--- src/design/usc_pkg.sv ---
package usc_pkg;

  // Register addresses
  localparam logic [15:0] USC_ADDR_RX_ERR   = 16'hff53;
  localparam logic [15:0] USC_ADDR_TX_STAT  = 16'hff55;
  localparam logic [15:0] USC_ADDR_CLK_SEL  = 16'hff56;

  // Reset values
  localparam logic [7:0]  USC_RX_ERR_RST    = 8'h00;
  localparam logic [7:0]  USC_TX_STAT_RST   = 8'h00;
  localparam logic [7:0]  USC_CLK_SEL_RST   = 8'h00;
  localparam logic [7:0]  USC_READ_ZERO     = 8'h00;
  localparam logic [7:0]  USC_TXBUF_RST     = 8'hff;

  // Field positions
  localparam int          USC_BIT_OVERRUN   = 0;
  localparam int          USC_BIT_FRAMING   = 1;
  localparam int          USC_BIT_PARITY    = 2;
  localparam int          USC_BIT_SHIFT     = 0;
  localparam int          USC_BIT_BUFFULL   = 1;
  localparam int          USC_SEL_MSB       = 3;

  // Select codes
  localparam logic [3:0]  USC_SEL_MAX_DIV   = 4'ha;
  localparam logic [3:0]  USC_SEL_TIMER     = 4'hb;
  localparam int          USC_DIV_W         = 11;

  // Bus read takes one wait cycle on the error status register
  localparam logic [1:0]  USC_WAIT_CYCLES   = 2'h1;

  typedef enum logic [1:0] {
    USC_PAR_NONE = 2'b00,
    USC_PAR_ZERO = 2'b01,
    USC_PAR_ODD  = 2'b10,
    USC_PAR_EVEN = 2'b11
  } usc_parity_t;

  // Completed reception as delivered by the receive shifter
  typedef struct packed {
    logic [7:0] data;
    logic       parity_bit;
    logic       stop_bit;
    logic       char8;
  } usc_rx_char_t;

  // Register bus request
  typedef struct packed {
    logic        rd;
    logic        wr;
    logic [15:0] addr;
    logic [7:0]  wdata;
  } usc_bus_req_t;

endpackage

--- src/design/usc_fifo.sv ---
`timescale 1ns/1ps
module usc_fifo #(
  parameter int WIDTH = 8,
  parameter int DEPTH = 8
) (
  // Clock and reset
  input  wire logic             clk,
  input  wire logic             srst,
  input  wire logic             flush,
  // Fill side
  input  wire logic             in_valid,
  output logic                  in_ready,
  input  wire logic [WIDTH-1:0] in_data,
  // Drain side
  output logic                  out_valid,
  input  wire logic             out_ready,
  output logic      [WIDTH-1:0] out_data
);
  localparam int AW = $clog2(DEPTH);

  logic [WIDTH-1:0] mem_reg [DEPTH];
  logic [AW-1:0]    wr_ptr_reg;
  logic [AW-1:0]    rd_ptr_reg;
  logic [AW:0]      count_reg;
  wire              push = in_valid && in_ready;
  wire              pop  = out_valid && out_ready;

  assign in_ready  = (count_reg != (AW+1)'(DEPTH));
  assign out_valid = (count_reg != '0);
  assign out_data  = mem_reg[rd_ptr_reg];

  always_ff @(posedge clk) begin
    if (srst || flush) begin
      wr_ptr_reg <= '0;
      rd_ptr_reg <= '0;
      count_reg  <= '0;
    end else begin
      if (push) begin
        mem_reg[wr_ptr_reg] <= in_data;
        wr_ptr_reg <= (wr_ptr_reg == AW'(DEPTH-1)) ? '0 : wr_ptr_reg + 1'b1;
      end
      if (pop) begin
        rd_ptr_reg <= (rd_ptr_reg == AW'(DEPTH-1)) ? '0 : rd_ptr_reg + 1'b1;
      end
      count_reg <= count_reg + (AW+1)'(push) - (AW+1)'(pop);
    end
  end
endmodule

--- src/design/usc_status_clock.sv ---
`timescale 1ns/1ps
module usc_status_clock
  import usc_pkg::*;
#(
  parameter int RX_FIFO_DEPTH = 8
) (
  // Clock and reset
  input  wire logic                 CLK,
  input  wire logic                 SRST,
  // Register bus
  input  wire usc_pkg::usc_bus_req_t BUS_REQ,
  output logic                      BUS_WAIT,
  output logic                      BUS_RVALID,
  output logic [7:0]                BUS_RDATA,
  // Unit controls from the mode register
  input  wire logic                 UNIT_POWER_ENABLE,
  input  wire logic                 RECEIVE_ENABLE,
  input  wire logic                 TRANSMIT_ENABLE,
  input  wire usc_pkg::usc_parity_t PARITY_MODE_SELECT,
  // Base clock
  input  wire logic                 TIMER_CLOCK_SOURCE,
  output logic                      SERIAL_BASE_CLOCK,
  // Receive side
  input  wire logic                 RX_DONE,
  input  wire usc_pkg::usc_rx_char_t RX_CHAR,
  input  wire logic                 RX_BUF_RD,
  output logic [7:0]                RECEIVE_BUFFER,
  output logic                      RX_BUF_VALID,
  output logic                      RX_ERROR,
  // Transmit side
  input  wire logic                 TX_BUF_WR,
  input  wire logic [7:0]           TX_BUF_WDATA,
  input  wire logic                 TX_SHIFT_DONE,
  output logic                      TX_SHIFT_LOAD,
  output logic [7:0]                TX_SHIFT_DATA,
  output logic                      TX_COMPLETE
);
  import usc_pkg::*;

  // Unit-wide clear, held off power or enables
  wire         rx_clear = SRST || !UNIT_POWER_ENABLE || !RECEIVE_ENABLE;
  wire         tx_clear = SRST || !UNIT_POWER_ENABLE || !TRANSMIT_ENABLE;

  // Timer output comes from another clock's logic, two-stage sync
  logic        tmr_s1_reg;
  logic        tmr_s2_reg;
  logic        tmr_s3_reg;
  always_ff @(posedge CLK) begin
    tmr_s1_reg <= TIMER_CLOCK_SOURCE;
    tmr_s2_reg <= tmr_s1_reg;
    tmr_s3_reg <= tmr_s2_reg;
  end

  // Register decode
  wire         hit_rx_err  = (BUS_REQ.addr == USC_ADDR_RX_ERR);
  wire         hit_tx_stat = (BUS_REQ.addr == USC_ADDR_TX_STAT);
  wire         hit_clk_sel = (BUS_REQ.addr == USC_ADDR_CLK_SEL);
  wire         clk_sel_wr  = BUS_REQ.wr && hit_clk_sel;

  // Error status read is held one extra cycle before data returns
  logic [1:0]  wait_cnt_reg;
  logic [1:0]  wait_cnt_next;
  wire         err_rd_start = BUS_REQ.rd && hit_rx_err && (wait_cnt_reg == 2'h0);
  wire         err_rd_fire  = (wait_cnt_reg == USC_WAIT_CYCLES);
  assign wait_cnt_next = err_rd_start ? USC_WAIT_CYCLES : 2'h0;
  assign BUS_WAIT      = err_rd_start;

  // Base clock select
  logic [7:0]  clk_sel_reg;
  logic [7:0]  clk_sel_next;
  wire  [3:0]  sel_code = clk_sel_reg[USC_SEL_MSB:0];
  assign clk_sel_next = clk_sel_wr ? {4'h0, BUS_REQ.wdata[USC_SEL_MSB:0]} : clk_sel_reg;

  // Base clock as a one-cycle enable: prescaler tap or timer edge
  logic [USC_DIV_W-1:0] presc_reg;
  logic                 base_tick;
  wire  [USC_DIV_W-1:0] presc_mask = USC_DIV_W'((1 << sel_code) - 1);
  wire                  timer_rise = tmr_s2_reg && !tmr_s3_reg;
  always_comb begin
    if (sel_code <= USC_SEL_MAX_DIV) begin
      base_tick = ((presc_reg & presc_mask) == '0);
    end else if (sel_code == USC_SEL_TIMER) begin
      base_tick = timer_rise;
    end else begin
      base_tick = 1'b0;
    end
  end
  always_ff @(posedge CLK) begin
    if (SRST || !UNIT_POWER_ENABLE) begin
      presc_reg <= '0;
    end else begin
      presc_reg <= presc_reg + 1'b1;
    end
  end
  // Base clock held low while the unit is off
  logic        base_clk_reg;
  always_ff @(posedge CLK) begin
    if (SRST || !UNIT_POWER_ENABLE) begin
      base_clk_reg <= 1'b0;
    end else begin
      base_clk_reg <= base_tick;
    end
  end
  assign SERIAL_BASE_CLOCK = base_clk_reg;

  // Receive checks on completion
  wire         par_calc   = ^RX_CHAR.data;
  logic        par_err;
  always_comb begin
    unique case (PARITY_MODE_SELECT)
      USC_PAR_NONE: par_err = 1'b0;
      USC_PAR_ZERO: par_err = 1'b0;
      USC_PAR_ODD:  par_err = (par_calc ^ RX_CHAR.parity_bit) != 1'b1;
      USC_PAR_EVEN: par_err = (par_calc ^ RX_CHAR.parity_bit) != 1'b0;
    endcase
  end
  wire         frm_err = !RX_CHAR.stop_bit;

  // Receive buffer: FIFO of characters, held back to one unread entry
  logic        rxf_in_ready;
  logic        rxf_out_valid;
  logic [7:0]  rxf_out_data;
  logic        rx_done_ok;
  wire         rx_unread = rxf_out_valid;
  wire         ovr_err   = RX_DONE && (rx_unread || !rxf_in_ready);
  assign rx_done_ok = RX_DONE && !ovr_err && !rx_clear;

  usc_fifo #(
    .WIDTH (8),
    .DEPTH (RX_FIFO_DEPTH)
  ) u_rx_fifo (
    .clk       (CLK),
    .srst      (SRST),
    .flush     (rx_clear),
    .in_valid  (rx_done_ok),
    .in_ready  (rxf_in_ready),
    .in_data   (RX_CHAR.data),
    .out_valid (rxf_out_valid),
    .out_ready (RX_BUF_RD),
    .out_data  (rxf_out_data)
  );
  assign RECEIVE_BUFFER = rxf_out_data;
  assign RX_BUF_VALID   = rxf_out_valid;

  // Error flags
  logic [7:0]  rx_err_reg;
  logic [7:0]  rx_err_next;
  logic [7:0]  err_set;
  always_comb begin
    err_set = 8'h00;
    err_set[USC_BIT_PARITY]  = RX_DONE && par_err;
    err_set[USC_BIT_FRAMING] = RX_DONE && frm_err;
    err_set[USC_BIT_OVERRUN] = ovr_err;
  end
  // A new error in the reading cycle survives the clear
  assign rx_err_next = (err_rd_fire ? 8'h00 : rx_err_reg) | err_set;

  // Transmit buffer and shift register flags
  logic [7:0]  tx_buf_reg;
  logic        tx_full_reg;
  logic        tx_busy_reg;
  logic        tx_load_reg;
  logic [7:0]  tx_shift_reg;
  logic        tx_cmpl_reg;
  wire         tx_wr       = TX_BUF_WR && !tx_full_reg;
  wire         shift_free  = !tx_busy_reg || TX_SHIFT_DONE;
  // Writes while full are dropped, so software has to poll the full flag
  wire         tx_xfer     = tx_full_reg && shift_free;

  always_ff @(posedge CLK) begin
    if (tx_clear) begin
      tx_full_reg  <= 1'b0;
      tx_busy_reg  <= 1'b0;
      tx_load_reg  <= 1'b0;
      tx_cmpl_reg  <= 1'b0;
    end else begin
      tx_load_reg <= tx_xfer;
      tx_cmpl_reg <= TX_SHIFT_DONE && tx_busy_reg;
      if (tx_wr) begin
        tx_full_reg <= 1'b1;
      end else if (tx_xfer) begin
        tx_full_reg <= 1'b0;
      end
      if (tx_xfer) begin
        tx_busy_reg <= 1'b1;
      end else if (TX_SHIFT_DONE) begin
        tx_busy_reg <= 1'b0;
      end
    end
  end
  always_ff @(posedge CLK) begin
    if (SRST) begin
      tx_buf_reg   <= USC_TXBUF_RST;
      tx_shift_reg <= USC_TXBUF_RST;
    end else begin
      if (tx_wr) begin
        tx_buf_reg <= TX_BUF_WDATA;
      end
      if (tx_xfer) begin
        tx_shift_reg <= tx_buf_reg;
      end
    end
  end
  assign TX_SHIFT_LOAD = tx_load_reg;
  assign TX_SHIFT_DATA = tx_shift_reg;
  assign TX_COMPLETE   = tx_cmpl_reg;

  // Status and select registers
  always_ff @(posedge CLK) begin
    if (SRST) begin
      clk_sel_reg  <= USC_CLK_SEL_RST;
      wait_cnt_reg <= 2'h0;
    end else begin
      clk_sel_reg  <= clk_sel_next;
      wait_cnt_reg <= wait_cnt_next;
    end
  end
  always_ff @(posedge CLK) begin
    if (rx_clear) begin
      rx_err_reg <= USC_RX_ERR_RST;
    end else begin
      rx_err_reg <= rx_err_next;
    end
  end

  // Read data path
  logic [7:0]  tx_stat;
  always_comb begin
    tx_stat = USC_TX_STAT_RST;
    tx_stat[USC_BIT_BUFFULL] = tx_full_reg;
    tx_stat[USC_BIT_SHIFT]   = tx_busy_reg;
  end
  logic [7:0]  rdata_reg;
  logic        rvalid_reg;
  wire         plain_rd = BUS_REQ.rd && !hit_rx_err;
  always_ff @(posedge CLK) begin
    if (SRST) begin
      rdata_reg  <= USC_READ_ZERO;
      rvalid_reg <= 1'b0;
    end else begin
      rvalid_reg <= plain_rd || err_rd_fire;
      if (err_rd_fire) begin
        rdata_reg <= rx_err_reg;
      end else if (plain_rd && hit_tx_stat) begin
        rdata_reg <= tx_stat;
      end else if (plain_rd && hit_clk_sel) begin
        rdata_reg <= clk_sel_reg;
      end else if (plain_rd) begin
        rdata_reg <= USC_READ_ZERO;
      end
    end
  end
  assign BUS_RDATA  = rdata_reg;
  assign BUS_RVALID = rvalid_reg;
  assign RX_ERROR   = |rx_err_reg;
endmodule

--- config.mk ---
export PLATFORM = sky130hd
export DESIGN_NAME = usc_status_clock
export DESIGN_NICKNAME = d
export VERILOG_FILES = /design/src/design/usc_pkg.sv /design/src/design/usc_fifo.sv /design/src/design/usc_status_clock.sv
export SDC_FILE = /design/constraint.sdc
export NUM_CORES = 1
export LEC_CHECK = 0
export BUFFER_PORTS_ARGS = -buffer_cell sky130_fd_sc_hd__buf_2
export CORE_MARGIN = 10
export CORE_UTILIZATION = 51
export DETAILED_ROUTE_END_ITERATION = 6
export GPL_ROUTABILITY_DRIVEN = 1
export PLACE_DENSITY = 0.76
export SKIP_LAST_GASP = 1
export SYNTH_ARGS = -nofsm -noshare
export SYNTH_HDL_FRONTEND = slang
export SYNTH_HIERARCHICAL = 1
export SYNTH_SLANG_ARGS = --single-unit
--- constraint.sdc ---
create_clock -name CLK -period 3.19 [get_ports CLK]
set_clock_uncertainty 0.2 [all_clocks]
set_input_delay 0.7975 -clock CLK [delete_from_list [all_inputs] [get_ports CLK]]
set_output_delay 0.7975 -clock CLK [all_outputs]
set_load 0.03 [all_outputs]
**Word level (Yosys, flattened, before mapping)**

Memories as Yosys holds them, arrays and structs flattened. A register that Yosys moved wholly into a read port is not among the register bits.
Cells that the tools add are included.

- Memories: 1
- Flip-flop bits (word level): 68
- Logic and storage cells: 108
- Input bits: 57
- RAM bits: 64

- Muxes and demuxes: 20
- Bitwise operators: 4
- Reductions and logical operators: 45
- $add $sub $neg: 6
- $lt $le $gt $ge: 1
- Eq/ne operators: 11
- Shift operators: 1

Memories:

| memory | words | bits a word | rd ports | clocked after memory_dff | write ports | line | source |
|---|---|---|---|---|---|---|---|
| u_rx_fifo.mem_reg | 8 | 8 | 1 | 1 | 1 | usc_fifo.sv:21 | `logic [WIDTH-1:0] mem_reg [DEPTH];` |

Operators with widths:

| cell | count |
|---|---|
| $eq A16 B16 Y1 const B | 3 |
| $mux W8 | 5 |
| $logic_and A1 B1 Y1 | 17 |
| $mux W3 | 4 |
| $add A11 B1 Y11 const B | 1 |
| $and A11 B11 Y11 | 1 |
| $logic_not A1 Y1 | 11 |
| $logic_not A11 Y1 | 1 |
| $shl A1 B4 Y11 const A | 1 |
| $sub A11 B2 Y11 const B | 1 |
| $mux W1 | 10 |
| $or A8 B3 Y8 | 1 |
| $reduce_bool A4 Y1 | 2 |
| $reduce_or A8 Y1 | 1 |
| $reduce_xor A8 Y1 | 1 |
| $logic_or A1 B1 Y1 | 7 |
| $add A3 B1 Y3 const B | 2 |
| $eq A3 B3 Y1 const B | 2 |
| $add A4 B1 Y4 | 1 |
| $eq A2 B1 Y1 const B | 2 |
| $eq A2 B2 Y1 const B | 2 |
| $eq A4 B4 Y1 const B | 1 |
| $le A4 B4 Y1 const B | 1 |
| $logic_not A2 Y1 | 2 |
| 7 further kinds | 8 |

**Longest topological paths before layout**

Gate-level depths: netlist (run 1).

- Depth in word-level cells: 11
- Mapped depth: 13
- Gate-level depth less buffers: 12

**By module**

The synthesis (run 1) kept the hierarchy.

By module, submodules not included:

| module | cells an instance | area each (um^2) | times used |
|---|---|---|---|
| usc_fifo | 169 | 3170.5 | 1 |
| usc_status_clock | 281 | 2352.3 | 1 |

**Least setup slack after synthesis (run 1)**

No wires, ideal clock.

- Path kind: input-to-output
- Start: input BUS_REQ[13] in the netlist's numbering
- End: output BUS_WAIT
- Path slack: -0.164 ns
- Data required time: 2.193 ns
- Buffers on the path: 0
- Arrival: 2.357 ns
- Stages on the path: 4
- Cells stage by stage: nand4bb_1 -> nor4_2 -> nand2_1 -> nor4_1

- Cells in the longest elaborated chain, start to end: 3

RTL lines:

| what | line | source |
|---|---|---|
| start: declaration | usc_status_clock.sv:11 | `input wire usc_pkg::usc_bus_req_t BUS_REQ,` |
| $eq A16 B16 Y1 | usc_status_clock.sv:55 | `wire hit_rx_err = (BUS_REQ.addr == USC_ADDR_RX_ERR);` |
| $logic_and A1 B1 Y1 (2 in series) | usc_status_clock.sv:63 | `wire err_rd_start = BUS_REQ.rd && hit_rx_err && (wait_cnt_reg == 2'h0);` |
| end: declaration | usc_status_clock.sv:12 | `output logic BUS_WAIT,` |

Every way passes these cells.

**Final worst setup path (run 1)**

Same ends and word-level chain as after synthesis.

==> impl_results.md, run 1 <==
* Sequential cell fraction of total power at 46.4%
* First-pass GRT wire length at 19800 um
* Simple-Gate Fraction of Synth Area at 15.1%
* Fraction of registers with async set/reset at 0%
* Multiplexer share of the synthesized area at 12.3%
* HP Class: flip-flop to flip-flop
* Synth warnings at 6
* Area occupied by multi-input gates at 2210 um^2
* Comb power frac at 4.5%
* Initial antenna violation count at 0
* Clk pwr share at around half
* CP Capture Type: output port
* Syn Area/Cell at 12.3 um^2
* Mapped Cells at 450
* Met2 usage at 29.1%
* Tcrit/Tclk final at a little over nine tenths
* Final core utilization at around 64%
* Routed via count at 3759
* DR WL/cell at between 15 and 20 um
* Clock tree sinks at roughly 130
* Register-to-Register Path Depth at 12
* Setup TNS at 0 ps
* Fin. Hold Viols at 0
* Number of port buffers at 78
* CTS Buf Count at 17
* Chip Width at 124 um
* CTS root buffer: clkbuf_8
* # IOs at 88
* H-tree levels at 4
* Commonest non-fill, non-tap cell in the layout: buf_2
* Most frequent cells in the layout: 78 x buf_2, 64 x edfxtp_1, 61 x dfxtp_1
* Final #Nets at 615
* Standard-cell rows at 37
* Vias per inst at 5.42
* Most Used Layer, Global Route: met2
* Diode count at 0
* Area Overhead vs Synth at 21.1%
* GR Util met1 at 18.3%
* Crit path kind: primary input to output port
* Type of origin of the critical path: primary input
* Clk slew on worst S/H paths at around 70 ps
* Max_cap viols at 0
* Status: finished clean
* Netlist cell types at 61
* Pin count of the biggest net entering global routing at 19
* Worst Max-Slew Pin Slew at about 630 ps
* Min Tclk post-route at 3120 ps
* Peak VDD IR at 0.000322 V
* Routability cong. at 0.851
* Total Die Area at 15400 um^2
* Crit path DAT at ~2100 ps
* 1st-iter DRT viols at 263
* Sequential Area at 3140 um^2
* HPWL Detailed at 8370 um
* Yosys reg bits at 125
* Die Span Y at 124 um
* # fillers at 763
* Reg-to-Reg End: u_rx_fifo/count_reg[3]
* Post-Synth Adder-Cell Area at 3.08%
* Worst EP required at approximately 2200 ps
* Main flop type after synthesis: edfxtp_1
* FMAX at 321 MHz
* Post-Synth XOR/XNOR Area at slightly above 3%
* 1st-pass router iterations at 4
* Worst hold path depth at 0
* Compound-Gate Fraction of Synth Area at ~5.5%
* Largest family of logic cells by synthesized area: simple AND/OR/NAND/NOR gates
* Core Box Area at 10400 um^2
* Gr usage total at between 10% and 20%
* Starting Density at approximately 53%
* Int Power at 2.83 mW
* Number of global-route vias before repair at ~4000
* Residual DRC at 0
* NetSw at 0.855 mW
* Met3 Usage GRT at between 6 and 7%
* Cell area after synthesis at 5520 um^2
* ANT nets after route at 0
* Remaining global-route overflow at 0
* Fin. max-slew vios at 0
* Clock latency at the later pin of the worst-skew pair at 500 ps
* P per Cell Area at 551 nW/um^2
* Min-Delay Endpoint: tmr_s2_reg
* Sw Share at 23.2%
* Max reg flops at 64
* Post-CTS setup buffers at 0
* CTS Buffer Depth at 2
* Lkg Pwr at between 2 and 3 nW
* Final setup viols at 0
* Crit path max fanout at 4
* EDFF count, synth at 64
* Worst relative slew slack at about 58%
* Origin of the worst min-delay path: tmr_s1_reg
* Worst R2R Start: u_rx_fifo/count_reg[2]
* Seq/Total Area, Yosys at 56.9%
* Routed wire length at between 10000 and 15000 um
* CTS tree: built
* Share of cells above drive strength 1 at 27.4%
* Reg2Reg Setup Slack at between 300 and 400 ps
* RSZ-0062 raised after global routing: no
==> worst max-delay path, stage by stage <==
cell and delay (ps):
buf_2 110, nand4bb_1 220, nor4_4 290, nand2_1 170, nor4_2 280, buf_2 260
==> layout make-up <==
type / count / share of cell area [%]
clock buffer: 17 / 6.19
clock inverter: 15 / 2.24
inverter: 17 / 0.954
multi-input combinational: 287 / 33.1
sequential: 125 / 47.0
tap: 136 / 2.54
timing repair buffer: 97 / 8.02
==> cells in the mapped netlist, types with 2 or more instances <==
cell	number	share of area [%]
ha_1	12	2.7
inv_1	15	1.0
a31oi_1	2	0.23
nand2_1	49	3.3
buf_6	2	0.41
o21ai_1	4	0.36
o211a_1	2	0.36
nand2b_1	2	0.23
o22ai_1	3	0.34
xor2_1	6	0.95
a31o_1	2	0.32
nand4_1	6	0.68
nor2b_1	5	0.57
a21oi_1	19	1.7
nand3_1	21	1.9
buf_2	8	0.72
nor3b_1	5	0.68
xnor2_1	11	1.7
nor2_1	32	2.2
nor4_1	5	0.57
dfxtp_1	61	22
buf_4	6	0.82
nor3_1	6	0.54
o21ai_0	7	0.63
nand4bb_1	2	0.41
and2_1	4	0.45
nor4b_1	3	0.48
edfxtp_1	64	35
a22o_1	2	0.32
or3_1	3	0.34
mux2_2	9	1.8
inv_2	2	0.14
mux4_1	15	7.1
nand3b_1	5	0.68
and3_1	4	0.45
mux2i_1	16	2.9
clkbuf_1	6	0.41
==> cells by family (layout without fill, tap and decap cells) <==
logic type / after synthesis / count (layout)
XOR/XNOR: 18 / 18
AND/OR/NAND/NOR: 162 / 162
multiplexers: 41 / 41
AO/OA/AOI/OAI: 49 / 49
other: 1 / 4
buffers and inverters: 41 / 146
adder cells (fa/ha/maj): 13 / 13
flip-flops: 125 / 125
==> metrics by stage <==
step                cell area (um^2)  hold slack, ps  worst slack, ps  power [mW]  instances
floorplan                       5560             110             9.70        1.84        453
global placement                6110             112              130        1.90        662
detailed placement              6110             115             53.6        1.91        662
CTS                             6680             131             46.3        3.72        694
global route                    6690             157             4.42        3.83        694
finish                          6690             137             74.2        3.69        694
==> per-layer routing <==
| metal | vias to the layer above | part of all wire (%) | wire length [um] |
|---|---|---|---|
| met5 | - | 0 | 0 |
| met4 | 0 | 0.32 | 38 |
| met3 | 2 | 7.7 | 914 |
| met2 | 135 | 52 | 6180 |
| met1 | 1782 | 40 | 4760 |
| li1 | 1840 | - | - |
==> worst max path at each step <==
stage	start	to	slack, ps
global placement	BUS_REQ[13]	BUS_WAIT	130
detailed placement	BUS_REQ[13]	BUS_WAIT	50
floorplan	u_rx_fifo/count_reg[2]	u_rx_fifo/count_reg[2]	10
global route	BUS_REQ[13]	BUS_WAIT	4
finish	BUS_REQ[13]	BUS_WAIT	70
CTS	BUS_REQ[13]	BUS_WAIT	50
==> what timing repair did <==
action,4_1_cts,5_1_grt
endpoints found under the setup margin,1,4
hold buffers,0,0
gates resized for setup,1,2
==> power by group through the flow <==
stage	Sequential (mW)	Combinational (mW)	Clock (mW)
floorplan	1.75	0.0822	0
global placement	1.74	0.158	0
detailed placement	1.75	0.163	0
CTS	1.71	0.166	1.84
global route	1.71	0.180	1.93
finish	1.71	0.165	1.81
(Power assumes the default switching activity.)
==> run 2: changes to the inputs <==
--- a/config.mk
+++ b/config.mk
@@ -10,6 +10,7 @@
 export CORE_UTILIZATION = 51
 export DETAILED_ROUTE_END_ITERATION = 6
 export GPL_ROUTABILITY_DRIVEN = 1
+export GPL_TIMING_DRIVEN = 0
 export PLACE_DENSITY = 0.76
 export SKIP_LAST_GASP = 1
 export SYNTH_ARGS = -nofsm -noshare
==> impl_results.md, run 2 (synthesized netlist as in run 1, its figures left out) <==
* Final Cell Area at 6840 um^2
* CTS tree: built
* Met2 usage at between 20% and 30%
* Worst relative slew slack at 35.0%
* Fin Hold WS at 125 ps
* Area Overhead vs Synth at 23.9%
* Max_cap viols at 0
* Clk slew on worst S/H paths at 60 ps
* Residual DRC at 0
* CTS Buffer Depth at 2
* Buffers plus inverters on the worst setup path at 3
* Chip Width at approximately 120 um
* Worst R2R Start: u_rx_fifo/count_reg[2]
* H-tree levels at 4
* Status: finished clean
* Total Die Area at 15400 um^2
* Fin. max-slew vios at 0
* Routability cong. at 0.888
* Worst hold path depth at 0
* P per Cell Area at roughly 520 nW/um^2
* Final setup margin at 40.6 ps
* Met3 Usage GRT at ~5.7%
* CP Capture Type: output port
* CTS Buf Count at 17
* Number of port buffers at just under 80
* Die Span Y at between 100 and 150 um
* ANT nets after route at 0
* Worst EP required at roughly 2200 ps
* Crit path kind: flip-flop to output port
* GR Util met1 at 18.7%
* HPWL Detailed at 8600 um
* Lkg Pwr at around 2.7 nW
* Starting Density at 53.0%
* Fin. Hold Viols at 0
* Most frequent cells in the layout: 83 x buf_2, 64 x edfxtp_1, 61 x dfxtp_1
* Slowest cell delay on critical path at 510 ps
* Standard-cell rows at 37
* CTS root buffer: clkbuf_8
* Origin of the worst min-delay path: tmr_s1_reg
* HP Class: flip-flop to flip-flop
* Pin count of the biggest net entering global routing at 17
* Kind of cell adding the most delay to the critical path: multiplexers
* # IOs at 88
* Initial antenna violation count at 1
* Register-to-Register Path Depth at 8
* First-pass GRT wire length at 19600 um
* Pwr Total at 3.57 mW
* Hold buffer count at cts at 0
* FMAX at 318 MHz
* Min Tclk post-route at 3150 ps
* RSZ-0062 raised after global routing: yes
* Share of cells above drive strength 1 at 29.2%
* Min-Delay Endpoint: tmr_s2_reg
* Crit path DAT at between 2000 and 2500 ps
* Post-DP Area at 6130 um^2
* Final #Nets at around 630
* Peak VDD IR at 0.000334 V
* Commonest non-fill, non-tap cell in the layout: buf_2
* Worst path depth at 5
* Number of global-route vias before repair at roughly 4000
* Routed via count at 3849
* Slowest stage cell, crit path: mux4_2
* Routed wire length at approximately 12000 um
* Crit path max fanout at 8
* Tcrit/Tclk final at roughly 99%
* Reg2Reg Setup Slack at between 150 and 200 ps
* Gr usage total at 16.4%
* Cells after DPL at 667
* Type of origin of the critical path: flip-flop
* Core Box Area at 10400 um^2
* Final setup viols at 0
* 1st-iter DRT viols at 229
* Remaining global-route overflow at 0
* Non-filler cells, final at 709
* Worst Max-Slew Pin Slew at 967 ps
* Crit-path cells: buf_6 -> clkbuf_16 -> mux4_2 -> mux2_2 -> clkbuf_4
* Most Used Layer, Global Route: met2
* Reg-to-Reg End: u_rx_fifo/mem_reg[0][1]
* Clock latency at the later pin of the worst-skew pair at 510 ps
* Place WS at -895 ps
* # fillers at 799
* Vias per inst at between 5 and 6
* DR WL/cell at roughly 17 um
* 1st-pass router iterations at 5
* Clock tree sinks at around 130
* Max reg flops at 64
## run 2: cell types whose count changed in the layout (fill, tap and decap cells not counted), moves of 3 or more
cell,delta
inv_6,-8
clkbuf_1,+6
buf_2,+5
clkinv_2,+4
buf_4,-3
clkinv_1,+3
## run 2: routing by layer
metal	up-vias	wire, um
met5	-	0
met4	0	325
met1	1813	5070
li1	1871	-
met2	138	6090
met3	27	863
## run 2: worst reg2reg max path: cells and delay by family, from the launching register on
kind | cells | cell delay, ps
fa+ha+maj | 1 | 180
simple gates | 4 | 1570
flops | 1 | 300
buf+inv | 3 | 370
## run 2: power breakdown
| part | leakage (nW) | internal (mW) | switching [mW] |
|---|---|---|---|
| logic | 1.34 | 0.0701 | 0.0970 |
| registers | 1.07 | 1.70 | 0.00878 |
| clock network | 0.245 | 1.01 | 0.675 |
## run 2: layout make-up
cell class / count / area [um^2] / share of cell area [%]
timing repair buffer: 88 / 500 / 7.31
inverter: 17 / 63.8 / 0.933
tap: 136 / 170 / 2.49
buffer: 23 / 153 / 2.23
clock buffer: 18 / 418 / 6.11
antenna: 1 / 2.50 / 0.0366
sequential: 125 / 3140 / 45.9
multi-input combinational: 287 / 2290 / 33.4
clock inverter: 14 / 104 / 1.52
## run 2: worst max path at each step
stage / start / end
6_report: flip-flop / RECEIVE_BUFFER[1]
5_1_grt: SRST / u_rx_fifo/mem_reg[0][2]
4_1_cts: SRST / u_rx_fifo/mem_reg[6][2]
3_5_place_dp: SRST / u_rx_fifo/mem_reg[6][0]
3_3_place_gp: SRST / u_rx_fifo/mem_reg[5][4]
2_1_floorplan: u_rx_fifo/count_reg[2] / u_rx_fifo/count_reg[2]
## run 2: repair_timing
action / 4_1_cts / 5_1_grt
pin swaps: 0 / 2
setup endpoints to repair: 75 / 65
buffers inserted: 0 / 9
resized for setup: 11 / 9
cloned: 0 / 1
## run 2: stage by stage
step	utilization (%)	TNS [ps]
floorplan	-	0
global placement	58.8	-49240
detailed placement	58.8	-41340
CTS	64.3	-39.7
global route	65.7	-1480
finish	65.7	0
